==> src/core/pport_pkg.sv <==
/*
 * Constants and types shared by the printer/scanner parallel port.
 * Assumes a single 10 MHz system clock and synchronous active-low reset.
 */
`default_nettype none
package pport_pkg;
	localparam int unsigned DATA_W      = 8;
	localparam int unsigned CLK_NS      = 100;
	localparam int unsigned STROBE_NS   = 500;
	localparam int unsigned STROBE_CYC  = (STROBE_NS + CLK_NS - 1) / CLK_NS;
	localparam int unsigned CNT_W       = 4;
	localparam logic [CNT_W-1:0] CNT_ONE = 4'h1;
	localparam logic [CNT_W-1:0] STROBE_CNT = CNT_W'(STROBE_CYC);
	localparam logic [DATA_W-1:0] DATA_RST = 8'h00;
	localparam logic MODE_PRINTER = 1'h0;
	localparam logic MODE_SCANNER = 1'h1;

	typedef enum logic [1:0]
	{
		ST_IDLE   = 2'h0,
		ST_STROBE = 2'h1,
		ST_WAIT   = 2'h3
	} xfer_e;
endpackage : pport_pkg
`default_nettype wire

==> src/core/pport_core.sv <==
/*
 * Host-side parallel port, printer (output only) or scanner (bidirectional).
 * Assumes synchronous inputs from the peripheral; pad logic resolves the
 * three-signal data and fault pins.
 */
// What this block does
// - Data lines output-only printer, bidirectional scanner
// - Low busy means peripheral cannot accept data
// - Paper-out is paper end or fault
// - Selected input: printer selected or scanner ready
// - Fault pin: printer error in, scanner busy out
// - Select output picks peripheral, registered from select request
// - Printer mode drives line feed request
`default_nettype none
module pport_core
	import pport_pkg::*;
(
	input  wire logic              clk_i,
	input  wire logic              rst_b_i,
	input  wire logic              scanner_mode_i,
	input  wire logic              scan_direction_i,
	input  wire logic              line_feed_req_i,
	input  wire logic              select_req_i,
	input  wire logic              peer_reset_req_i,
	input  wire logic              host_busy_i,
	input  wire logic [DATA_W-1:0] tx_data_i,
	input  wire logic              tx_valid_i,
	output logic                   tx_ready_o,
	output logic [DATA_W-1:0]      rx_data_o,
	output logic                   rx_valid_o,
	input  wire logic              rx_ready_i,
	input  wire logic [DATA_W-1:0] port_data_lines_i,
	output logic [DATA_W-1:0]      port_data_lines_o,
	output logic                   port_data_lines_oe_b_o,
	input  wire logic              peer_received_flag_i,
	input  wire logic              busy_b_i,
	input  wire logic              paper_out_fault_b_i,
	input  wire logic              peer_selected_b_i,
	input  wire logic              fault_line_i,
	output logic                   fault_line_o,
	output logic                   fault_line_oe_b_o,
	output logic                   select_peer_out_o,
	output logic                   line_feed_or_direction_o,
	output logic                   byte_valid_pulse_o,
	output logic                   peer_reset_out_o,
	output logic                   paper_end_o,
	output logic                   peer_fault_o,
	output logic                   printer_selected_o,
	output logic                   scanner_ready_o,
	output logic                   printer_error_o
);
	typedef struct packed
	{
		logic [1:0][DATA_W-1:0] buf_data;
		logic [1:0]             buf_full;
		logic                   wr_ptr;
		logic                   rd_ptr;
		xfer_e                  xfer;
		logic [CNT_W-1:0]       cnt;
		logic [DATA_W-1:0]      out_data;
		logic [DATA_W-1:0]      rx_data;
		logic                   rx_valid;
		logic                   strobe;
		logic                   select;
		logic                   lfd;
		logic                   prst;
		logic                   fault_out;
	} state_s;

	state_s st;
	state_s next_st;
	logic   scan_in;
	logic   print_scan_select;
	logic   peer_busy;

	assign print_scan_select = scanner_mode_i ? !scan_direction_i : 1'h1;
	assign scan_in = scanner_mode_i && !print_scan_select;
	// Busy applies in printer mode, and in scanner mode only while printing
	assign peer_busy = !busy_b_i && print_scan_select;
	assign tx_ready_o = !st.buf_full[st.wr_ptr];

	always_comb
	begin
		next_st = st;
		next_st.select = select_req_i;
		next_st.lfd = scanner_mode_i ? print_scan_select : line_feed_req_i;
		next_st.prst = peer_reset_req_i;
		next_st.fault_out = host_busy_i;
		if (tx_valid_i && tx_ready_o)
		begin
			next_st.buf_data[st.wr_ptr] = tx_data_i;
			next_st.buf_full[st.wr_ptr] = 1'h1;
			next_st.wr_ptr = !st.wr_ptr;
		end
		if (rx_valid_o && rx_ready_i)
			next_st.rx_valid = 1'h0;
		unique case (st.xfer)
			ST_IDLE:
			begin
				if (scan_in && !peer_selected_b_i && !st.rx_valid)
				begin
					next_st.rx_data = port_data_lines_i;
					next_st.rx_valid = 1'h1;
				end
				else if (!scan_in && st.buf_full[st.rd_ptr] && !peer_busy)
				begin
					next_st.out_data = st.buf_data[st.rd_ptr];
					next_st.buf_full[st.rd_ptr] = 1'b0;
					next_st.rd_ptr = !st.rd_ptr;
					next_st.strobe = 1'h1;
					next_st.cnt = STROBE_CNT;
					next_st.xfer = ST_STROBE;
				end
			end
			ST_STROBE:
			begin
				if (st.cnt == CNT_ONE)
				begin
					next_st.strobe = 1'h0;
					next_st.xfer = ST_WAIT;
				end
				else
					next_st.cnt = st.cnt - CNT_ONE;
			end
			ST_WAIT:
				if (peer_received_flag_i)
					next_st.xfer = ST_IDLE;
			default:
				next_st.xfer = ST_IDLE;
		endcase
	end

	always_ff @(posedge clk_i)
	begin
		if (!rst_b_i)
		begin
			st <= '0;
			st.xfer <= ST_IDLE;
			st.out_data <= DATA_RST;
		end
		else
			st <= next_st;
	end

	assign rx_data_o = st.rx_data;
	assign rx_valid_o = st.rx_valid;
	assign port_data_lines_o = st.out_data;
	assign port_data_lines_oe_b_o = scan_in;
	assign fault_line_o = st.fault_out;
	assign fault_line_oe_b_o = !scanner_mode_i;
	assign select_peer_out_o = st.select;
	assign line_feed_or_direction_o = st.lfd;
	assign byte_valid_pulse_o = st.strobe;
	assign peer_reset_out_o = st.prst;
	assign paper_end_o = !scanner_mode_i && !paper_out_fault_b_i;
	assign peer_fault_o = scanner_mode_i && !paper_out_fault_b_i;
	assign printer_selected_o = !scanner_mode_i && !peer_selected_b_i;
	assign scanner_ready_o = scanner_mode_i && !peer_selected_b_i;
	assign printer_error_o = !scanner_mode_i && fault_line_i;
endmodule : pport_core
`default_nettype wire

==> config.mk <==
export PLATFORM = sky130hd
export DESIGN_NAME = pport_core
export DESIGN_NICKNAME = d
export VERILOG_FILES = /design/src/core/pport_pkg.sv /design/src/core/pport_core.sv
export SDC_FILE = /design/constraint.sdc
export NUM_CORES = 1
export LEC_CHECK = 0
export BUFFER_PORTS_ARGS = -buffer_cell sky130_fd_sc_hd__buf_2
export CAP_MARGIN = 20
export CORE_MARGIN = 2
export CORE_UTILIZATION = 58
export CTS_BUF_LIST = sky130_fd_sc_hd__clkbuf_4 sky130_fd_sc_hd__clkbuf_8
export DETAILED_ROUTE_END_ITERATION = 12
export GPL_TIMING_DRIVEN = 1
export MAX_ROUTING_LAYER = met4
export PLACE_DENSITY = 0.87
export SKIP_LAST_GASP = 1
export SYNTH_ARGS = -nofsm -noshare
export SYNTH_HDL_FRONTEND = slang
export SYNTH_SLANG_ARGS = --single-unit
==> constraint.sdc <==
create_clock -name clk_i -period 3.37 [get_ports clk_i]
set_clock_uncertainty 0.05 [all_clocks]
set_input_delay 0.1685 -clock clk_i [delete_from_list [all_inputs] [get_ports clk_i]]
set_output_delay 0.1685 -clock clk_i [all_outputs]
set_load 0.02 [all_outputs]
==> results.yml, run 1 <==
detailed_routing:
  drtIter0Drc: 90
  wire_per_inst_um: 12.6
  postRouteAntennaNets: 0
  viasPerCell: 5.27
  routed-via-count: 1675
  postRouteWirelength_um: 4010
  drcViolationCount: 0
  drt_pre_antenna_iters: 4
finish:
  antenna_cells_inserted: 0
  fin_nets: 302
  fillers: 297
  growth_of_design_area_from_synthesis_to_finish_pct: 12.8
  layout.cell_area.non_filler_sq_um: 2510
  finalCoreUtilization_pct: 68.5
  post_route_cells_drive_above_1_share_pct: 30.7
synth:
  number_of_enable_flip_flop_cells_after_synthesis: 0
  synth-seq-area-share_pct: 43.2
  synth_largest_area_cell: "dfxtp_1"
  synth_cell_types: 41
  synth-seq-cells: 48
  yosysTopAreaCellShare_pct: 43.2
  synthMostInstantiatedCell: "dfxtp_1"
  postSynthAreaPerCell_sq_um: 9.62
  ys.warnings.count: 0
  yosys-top-cells-count: "48 x dfxtp_1, 29 x mux2i_1, 20 x nand2_1, 20 x nor2b_1, 16 x buf_4"
  synth_cells: 231
  syn-cell-area_sq_um: 2220
  syn_nets: 264
  ys_dominant_reg_cell: "dfxtp_1"
  biggest_area_contributors_in_the_synthesized_netlist: "dfxtp_1 43%, mux2i_1 13%, nor2b_1 5.6%"
  synth-async-reset-ratio_pct: 0
cts:
  htree_num_levels: 2
  cts_tree: "done"
  cts.path.max_buffers: 2
  cts.root.buffer_cell: "clkbuf_8"
  postCtsSetupRepairBufs: 0
  clock_slew_seen_by_the_registers_of_the_worst_setup_and_hold_paths_ns: 0.08
  cts_repair_resize_count: 0
  cts-hold-fix-buffers: 0
  insertion_delay_ns: 0.29
  cts_sinks: 48
  tritoncts.num_buffers: 5
floorplan:
  io_pins: 61
  placeable_core_area_sq_um: 3660
  standard_cell_rows: 22
  initial_utilization_pct: 60.7
  fp.dieH_um: 65.9
  die_width_um: 65.9
  design.die.area_sq_um: 4340
global_route:
  number_of_global_route_vias_before_repair: 1525
  grt_first_pass_wirelength_um: 6760
  globalRouteTotalUtil_pct: 20.5
  grt_max_degree: 59
  grt_antenna_before_repair: 0
  gr-total-overflow: 0
placed_design:
  dpl_cell_area_sq_um: 2410
  detailedPlacementHpwl_um: 2750
  portBuffers: 60
  place.gp.congestion: 0.735
  preCtsSetupSlack_ns: 1.39
sta:
  finalHoldViolCount: 0
  timing_max_transition_violations_final: 0
  timing.fmax_ghz: 0.497
  setup_viol: 0
  post-route-min-period_ns: 2.01
  period_share_pct: 59.7
  timing.slew.headroom_pct: 35.2
  setup_repair_after_global_routing_missed_its_margin: "false"
  tightestPinTransition_ns: 0.968
  post-route-worst-setup-slack_ns: 1.36
  setup-tns-final_ns: 0
pwr:
  powerDensity_nw_per_um2: 465
  largest_voltage_drop_on_the_vdd_net_mv: 0.341
  power.total_w: 0.00117
  p_leak_nw: 1.19
critical_path:
  worst_setup_path_end_kind: "flop"
  crit_arrival_ns: 2.16
  crit_chain: "mux2i_1, or4_4, o221a_2"
  worst_ep_required_time_ns: 3.51
  timing.critical_path.fanout_max: 13
  rrSetupSlack_ns: 1.36
  cp_slowest_stage_delay_ns: 0.69
  worstRegToRegCells: 3
  cp_slowest_cell: "dfxtp_1"
  cp-start-kind: "flop"
  path_class: "flop to flop"
min_path:
  hold_path.class: "input pin to flop"
  hold_path_depth: 2
run_status:
  status: "completed"
flow_run:
  cap_violations: 0
[layer usage]
metal	wire length, um	GRT usage, %
met5	0	-
met4	57	5.47
met3	301	5.62
met2	1820	34.6
met1	1830	24.0
[layout by cell type (no fill, tap or decap), types with 2 or more instances in the layout]
cell type / count
nor4_1: 2
o21a_1: 2
mux2_2: 8
clkbuf_8: 6
nor2b_1: 20
nand2b_1: 3
and2_1: 4
nand2_1: 20
inv_1: 6
nand3_1: 8
buf_2: 60
nor2_1: 5
o21ai_0: 10
dfxtp_1: 48
a21oi_1: 3
mux2i_1: 29
o211a_1: 2
ha_1: 2
a21boi_0: 10
[area by class of cell]
cell class              instances  area, sq um  share of cell area, %
clock buffers                   7         90.1                   3.59
clock inverters                 1         7.51                  0.300
inverters                       7         26.3                   1.05
multi-input cells             147         1060                   42.3
flip-flops and latches         48          961                   38.3
well taps                      48         60.1                   2.40
repair buffers                 60          300                   12.0
[logic make-up after synthesis]
family	count (synthesis)	synth area share, %
fa+ha+maj	2	1.13
simple gates	73	18.3
compound gates	35	11.0
flops	48	43.2
buf+inv	36	9.23
mux	37	17.1
[sequential cells by signal, summed over array words and instances, names as in the netlist]
register	flops
line_feed_or_direction_o	1
rx_data_o	8
peer_reset_out_o	1
fault_line_o	1
byte_valid_pulse_o	1
st	26
port_data_lines_o	8
select_peer_out_o	1
rx_valid_o	1
[worst max-delay path, delay by kind of cell (launching register included)]
family / cells / cell delay, ns
AO/OA/AOI/OAI: 1 / 0.29
flip-flops: 1 / 0.69
multiplexers: 1 / 0.23
AND/OR/NAND/NOR: 1 / 0.65
[power by group]
group	leakage, nW	internal, W	switching (W)
logic	0.754	0.0000898	0.0000986
clock network	0.0479	0.000175	0.000179
registers	0.391	0.000598	0.0000249
[per-stage QoR]
step	std cells	hold WS [ns]
2_1_floorplan	231	0.246
3_3_place_gp	310	0.324
3_5_place_dp	310	0.329
4_1_cts	318	0.0235
5_1_grt	318	0.0263
6_report	318	0.0273
[final timing paths]
kind | start | endpoint
max | st[28] | st[30]
min | peer_reset_req_i | peer_reset_out_o
max reg2reg | st[28] | st[30]
min reg2reg | port_data_lines_o[1] | port_data_lines_o[1]
Power figures use the tool's default switching activity.
==> inputs of run 2 (changes only) <==
--- a/config.mk
+++ b/config.mk
@@ -8,12 +8,12 @@
 export BUFFER_PORTS_ARGS = -buffer_cell sky130_fd_sc_hd__buf_2
 export CAP_MARGIN = 20
 export CORE_MARGIN = 2
-export CORE_UTILIZATION = 58
+export CORE_UTILIZATION = 49
 export CTS_BUF_LIST = sky130_fd_sc_hd__clkbuf_4 sky130_fd_sc_hd__clkbuf_8
 export DETAILED_ROUTE_END_ITERATION = 12
 export GPL_TIMING_DRIVEN = 1
 export MAX_ROUTING_LAYER = met4
-export PLACE_DENSITY = 0.87
+export PLACE_DENSITY = 0.78
 export SKIP_LAST_GASP = 1
 export SYNTH_ARGS = -nofsm -noshare
 export SYNTH_HDL_FRONTEND = slang
==> constraint.sdc (replaced) <==
create_clock -name clk_i -period 1.7 [get_ports clk_i]
set_clock_uncertainty 0.05 [all_clocks]
set_input_delay 0.085 -clock clk_i [delete_from_list [all_inputs] [get_ports clk_i]]
set_output_delay 0.085 -clock clk_i [all_outputs]
set_load 0.02 [all_outputs]
==> results.yml, run 2 (synthesis results as in run 1) <==
cts:
  insertion_delay_ns: 0.30
  clock_slew_seen_by_the_registers_of_the_worst_setup_and_hold_paths_ns: 0.08
  htree_num_levels: 2
  tritoncts.num_buffers: 5
  cts.root.buffer_cell: "clkbuf_8"
  cts_tree: "done"
  cts.path.max_buffers: 2
  cts_sinks: 48
critical_path:
  timing.critical_path.fanout_max: 12
  cp.buffers_inverters: 0
  worst_ep_required_time_ns: 1.85
  path_class: "flop to flop"
  cp_slowest_stage_delay_ns: 0.62
  crit_chain: "mux2i_1, or4_4, o221a_2"
  timing.critical_path.max_delay_family: "simple AND/OR/NAND/NOR gates"
  cp_slowest_cell: "or4_4"
  cp-start-kind: "flop"
  worst_setup_path_end_kind: "flop"
  crit_arrival_ns: 1.71
min_path:
  hold_path.class: "input pin to flop"
sta:
  post-route-min-period_ns: 1.56
  setup-tns-final_ns: 0
  setup_repair_after_global_routing_missed_its_margin: "false"
  timing.slew.headroom_pct: 66.8
  finalHoldViolCount: 0
  post-route-worst-setup-slack_ns: 0.135
  timing.fmax_ghz: 0.639
  tightestPinTransition_ns: 0.497
  period_share_pct: 92.0
  timing_max_transition_violations_final: 0
  setup_viol: 0
pwr:
  largest_voltage_drop_on_the_vdd_net_mv: 0.476
  power.share.switching_pct: 23.8
  comb_power_share_pct: 16.6
  p_leak_nw: 1.31
  p_switching_w: 0.000619
  sequentialPowerShare_pct: 47.2
  cellInternalPower_w: 0.00198
  clkPwrFrac_pct: 36.2
  powerDensity_nw_per_um2: 952
finish:
  fin_nets: 323
  flip_flop_count_of_the_largest_register_after_layout: 26
  layout.cell_area.non_filler_sq_um: 2730
  layout.area.seq_sq_um: 962
  multiInputGateArea_sq_um: 1060
  largest_register: "st"
  post_route_cells_drive_above_1_share_pct: 32.1
  fillers: 377
  final_cell_mix: "60 x buf_2, 47 x dfxtp_1, 29 x mux2i_1"
  finalCoreUtilization_pct: 62.7
  antenna_cells_inserted: 0
  layout_commonest_cell: "buf_2"
  growth_of_design_area_from_synthesis_to_finish_pct: 22.9
global_route:
  grt_first_pass_wirelength_um: 7450
  number_of_global_route_vias_before_repair: 1713
  grt_max_degree: 33
  gr-total-overflow: 0
  grt_antenna_before_repair: 0
  globalRouteTotalUtil_pct: 18.8
placed_design:
  detailedPlacementHpwl_um: 3000
  dpl_cell_area_sq_um: 2490
  place.gp.congestion: 0.812
  portBuffers: 60
  preCtsSetupSlack_ns: 0.0133
detailed_routing:
  wire_per_inst_um: 12.8
  postRouteAntennaNets: 0
  viasPerCell: 5.20
  drtIter0Drc: 55
  drcViolationCount: 0
  drt_pre_antenna_iters: 4
  postRouteWirelength_um: 4380
  routed-via-count: 1778
floorplan:
  fp.dieH_um: 71.3
  design.die.area_sq_um: 5090
  initial_utilization_pct: 51.0
  placeable_core_area_sq_um: 4350
  io_pins: 61
  standard_cell_rows: 24
  die_width_um: 71.3
flow_run:
  cap_violations: 0
run_status:
  status: "completed"
==> run 2: stage by stage <==
step	hold WS [ns]	instances	power, W
2_1_floorplan	0.162	231	0.00154
3_3_place_gp	0.241	324	0.00165
3_5_place_dp	0.248	324	0.00166
4_1_cts	0.000963	342	0.00262
5_1_grt	0.0142	342	0.00272
6_report	0.00344	342	0.00260
==> run 2: layer usage <==
layer	vias up	global-route usage, %	routed length, um
li1	893	-	-
met4	0	6.08	63
met2	63	31.4	2040
met3	7	4.92	296
met1	815	22.0	1990
met5	-	-	0
==> run 2: worst paths after layout <==
kind	depth (start not counted)	from	end	slack [ns]
max	3	st[30]	st[30]	0.14
min	3	port_data_lines_i[1]	rx_data_o[1]	0.003
max reg2reg	3	st[30]	st[30]	0.14
min reg2reg	2	port_data_lines_o[2]	port_data_lines_o[2]	0.41
==> run 2: power groups by stage <==
stage / Combinational [W] / Sequential [W] / Clock [W]
after floorplan: 0.000284 / 0.00125 / 0
after global placement: 0.000404 / 0.00125 / 0
after detailed placement: 0.000410 / 0.00125 / 0
after CTS: 0.000432 / 0.00123 / 0.000967
after global routing: 0.000477 / 0.00124 / 0.00101
final: 0.000431 / 0.00123 / 0.000942
==> run 2: what timing repair did <==
item                                    in CTS  in global routing
resized for setup                            1                  1
hold buffers                                11                  0
endpoints found under the hold margin       11                  0
buffers inserted                             0                  0
pin swaps                                    0                  0
endpoints found under the setup margin       1                  2
cloned                                       0                  0
==> run 2: cell type report <==
cell class,instances,share of cell area (%)
clock buffer,5,2.52
clock inverter,2,2.20
inverter,7,0.962
multi-input combinational,147,38.9
sequential,48,35.2
tap,52,2.38
timing repair buffer,81,17.8
==> run 2: worst min-delay path, stage by stage <==
cell      delay (ns)
buf_2           0.10
nand3_1         0.05
a21boi_0        0.07
==> inputs of run 3 (changes only) <==
--- a/config.mk
+++ b/config.mk
@@ -7,7 +7,6 @@
 export LEC_CHECK = 0
 export BUFFER_PORTS_ARGS = -buffer_cell sky130_fd_sc_hd__buf_2
 export CAP_MARGIN = 20
-export CORE_MARGIN = 2
 export CORE_UTILIZATION = 49
 export CTS_BUF_LIST = sky130_fd_sc_hd__clkbuf_4 sky130_fd_sc_hd__clkbuf_8
 export DETAILED_ROUTE_END_ITERATION = 12
==> results.yml, run 3 (synthesis results as in run 1) <==
critical_path:
  path_class: "flop to flop"
  cp-start-kind: "flop"
  timing.rr.start: "st[30]"
  crit_arrival_ns: 1.74
  timing.critical_path.fanout_max: 12
  cp-startpoint: "st[30]"
  worst_setup_path_end_kind: "flop"
  worst_ep_required_time_ns: 1.85
cts:
  insertion_delay_ns: 0.30
  tritoncts.num_buffers: 5
  cts.path.max_buffers: 2
  clock_slew_seen_by_the_registers_of_the_worst_setup_and_hold_paths_ns: 0.08
  htree_num_levels: 2
  cts.root.buffer_cell: "clkbuf_8"
  postCtsSetupRepairBufs: 0
  cts_sinks: 48
  cts_tree: "done"
detailed_routing:
  postRouteAntennaNets: 0
  drt_pre_antenna_iters: 4
  drtIter0Drc: 44
  viasPerCell: 5.16
  wire_per_inst_um: 12.4
  routed-via-count: 1766
  postRouteWirelength_um: 4230
  drcViolationCount: 0
finish:
  largest_register: "st"
  growth_of_design_area_from_synthesis_to_finish_pct: 23.6
  fin_nets: 323
  antenna_cells_inserted: 0
  flip_flop_count_of_the_largest_register_after_layout: 26
  post_route_cells_drive_above_1_share_pct: 31.7
  layout_commonest_cell: "buf_2"
  final_cell_mix: "60 x buf_2, 47 x dfxtp_1, 29 x mux2i_1"
sta:
  hold_slack_ns: 0.0106
  setup_repair_after_global_routing_missed_its_margin: "false"
  timing_max_transition_violations_final: 0
  tightestPinTransition_ns: 0.506
  setup-tns-final_ns: 0
  post-route-min-period_ns: 1.59
  timing.fmax_ghz: 0.629
  timing.slew.headroom_pct: 66.3
  setup_viol: 0
  period_share_pct: 93.5
  finalHoldViolCount: 0
pwr:
  p_leak_nw: 1.31
  powerDensity_nw_per_um2: 947
  largest_voltage_drop_on_the_vdd_net_mv: 0.668
global_route:
  grt_first_pass_wirelength_um: 7310
  number_of_global_route_vias_before_repair: 1714
  grt_antenna_before_repair: 0
  gr-total-overflow: 0
  globalRouteTotalUtil_pct: 19.2
  grt_max_degree: 33
placed_design:
  portBuffers: 60
  detailedPlacementHpwl_um: 2840
  place.gp.congestion: 0.773
flow_run:
  cap_violations: 0
floorplan:
  fp.dieH_um: 69.3
  initial_utilization_pct: 51.0
  placeable_core_area_sq_um: 4350
  die_width_um: 69.3
  io_pins: 61
  design.die.area_sq_um: 4810
  standard_cell_rows: 24
run_status:
  status: "completed"
min_path:
  hold_path.startpoint: "tx_data_i[2]"
  hold_path.class: "input pin to flop"
[run 3: cell count changes in the layout (fill, tap and decap cells not counted)]
cell | before | now
buf_4 | 10 | 8
buf_12 | 0 | 1
dlygate4sd3_1 | 11 | 12
[run 3: cell type report]
| class | count | area (sq um) |
|---|---|---|
| inverter | 7 | 26.3 |
| sequential | 48 | 962 |
| clock inverter | 2 | 60.1 |
| tap | 52 | 65.1 |
| timing repair buffer | 81 | 500 |
| multi-input combinational | 147 | 1060 |
| clock buffer | 5 | 68.8 |
| fill | 362 | 1610 |
[run 3: repair_timing]
item	CTS	global route
gates resized for setup	0	2
hold buffers	12	0
endpoints found under the hold margin	12	0
setup endpoints to repair	0	3
[run 3: worst paths after layout]
kind,to,slack [ns],cells past startpoint
max,st[30],0.11,3
max reg2reg,st[30],0.11,3
min reg2reg,port_data_lines_o[6],0.42,2
min,st[34],0.01,3
[run 3: worst max-delay path: stages, from the launching register on]
cell     delay (ns)
dfxtp_1        0.41
mux2i_1        0.11
or4_4          0.62
o221a_2        0.29
[run 3: metrics by stage]
step / worst slack (ns) / util [%] / instance area [sq um] / std cells / power, W
2_1_floorplan: 0.0440 / - / 2220 / 231 / 0.00154
3_3_place_gp: 0.0532 / 57.3 / 2490 / 323 / 0.00165
3_5_place_dp: 0.0243 / 57.3 / 2490 / 323 / 0.00166
4_1_cts: 0.00878 / 63.0 / 2740 / 342 / 0.00262
5_1_grt: 0.0822 / 63.1 / 2750 / 342 / 0.00271
6_report: 0.111 / 63.1 / 2750 / 342 / 0.00260
[run 3: metal layers]
layer	routed length, um	track usage [%]	up-vias	part of all wire (%)
li1	-	-	891	-
met1	2000	22.0	805	47
met2	1930	31.5	61	45
met3	223	5.23	9	5.3
met4	86	8.39	0	2.0
met5	0	-	-	0
[run 3: power by group]
part	switching (W)	internal, W
clock network	0.000362	0.000579
registers	0.0000400	0.00119
logic	0.000215	0.000219
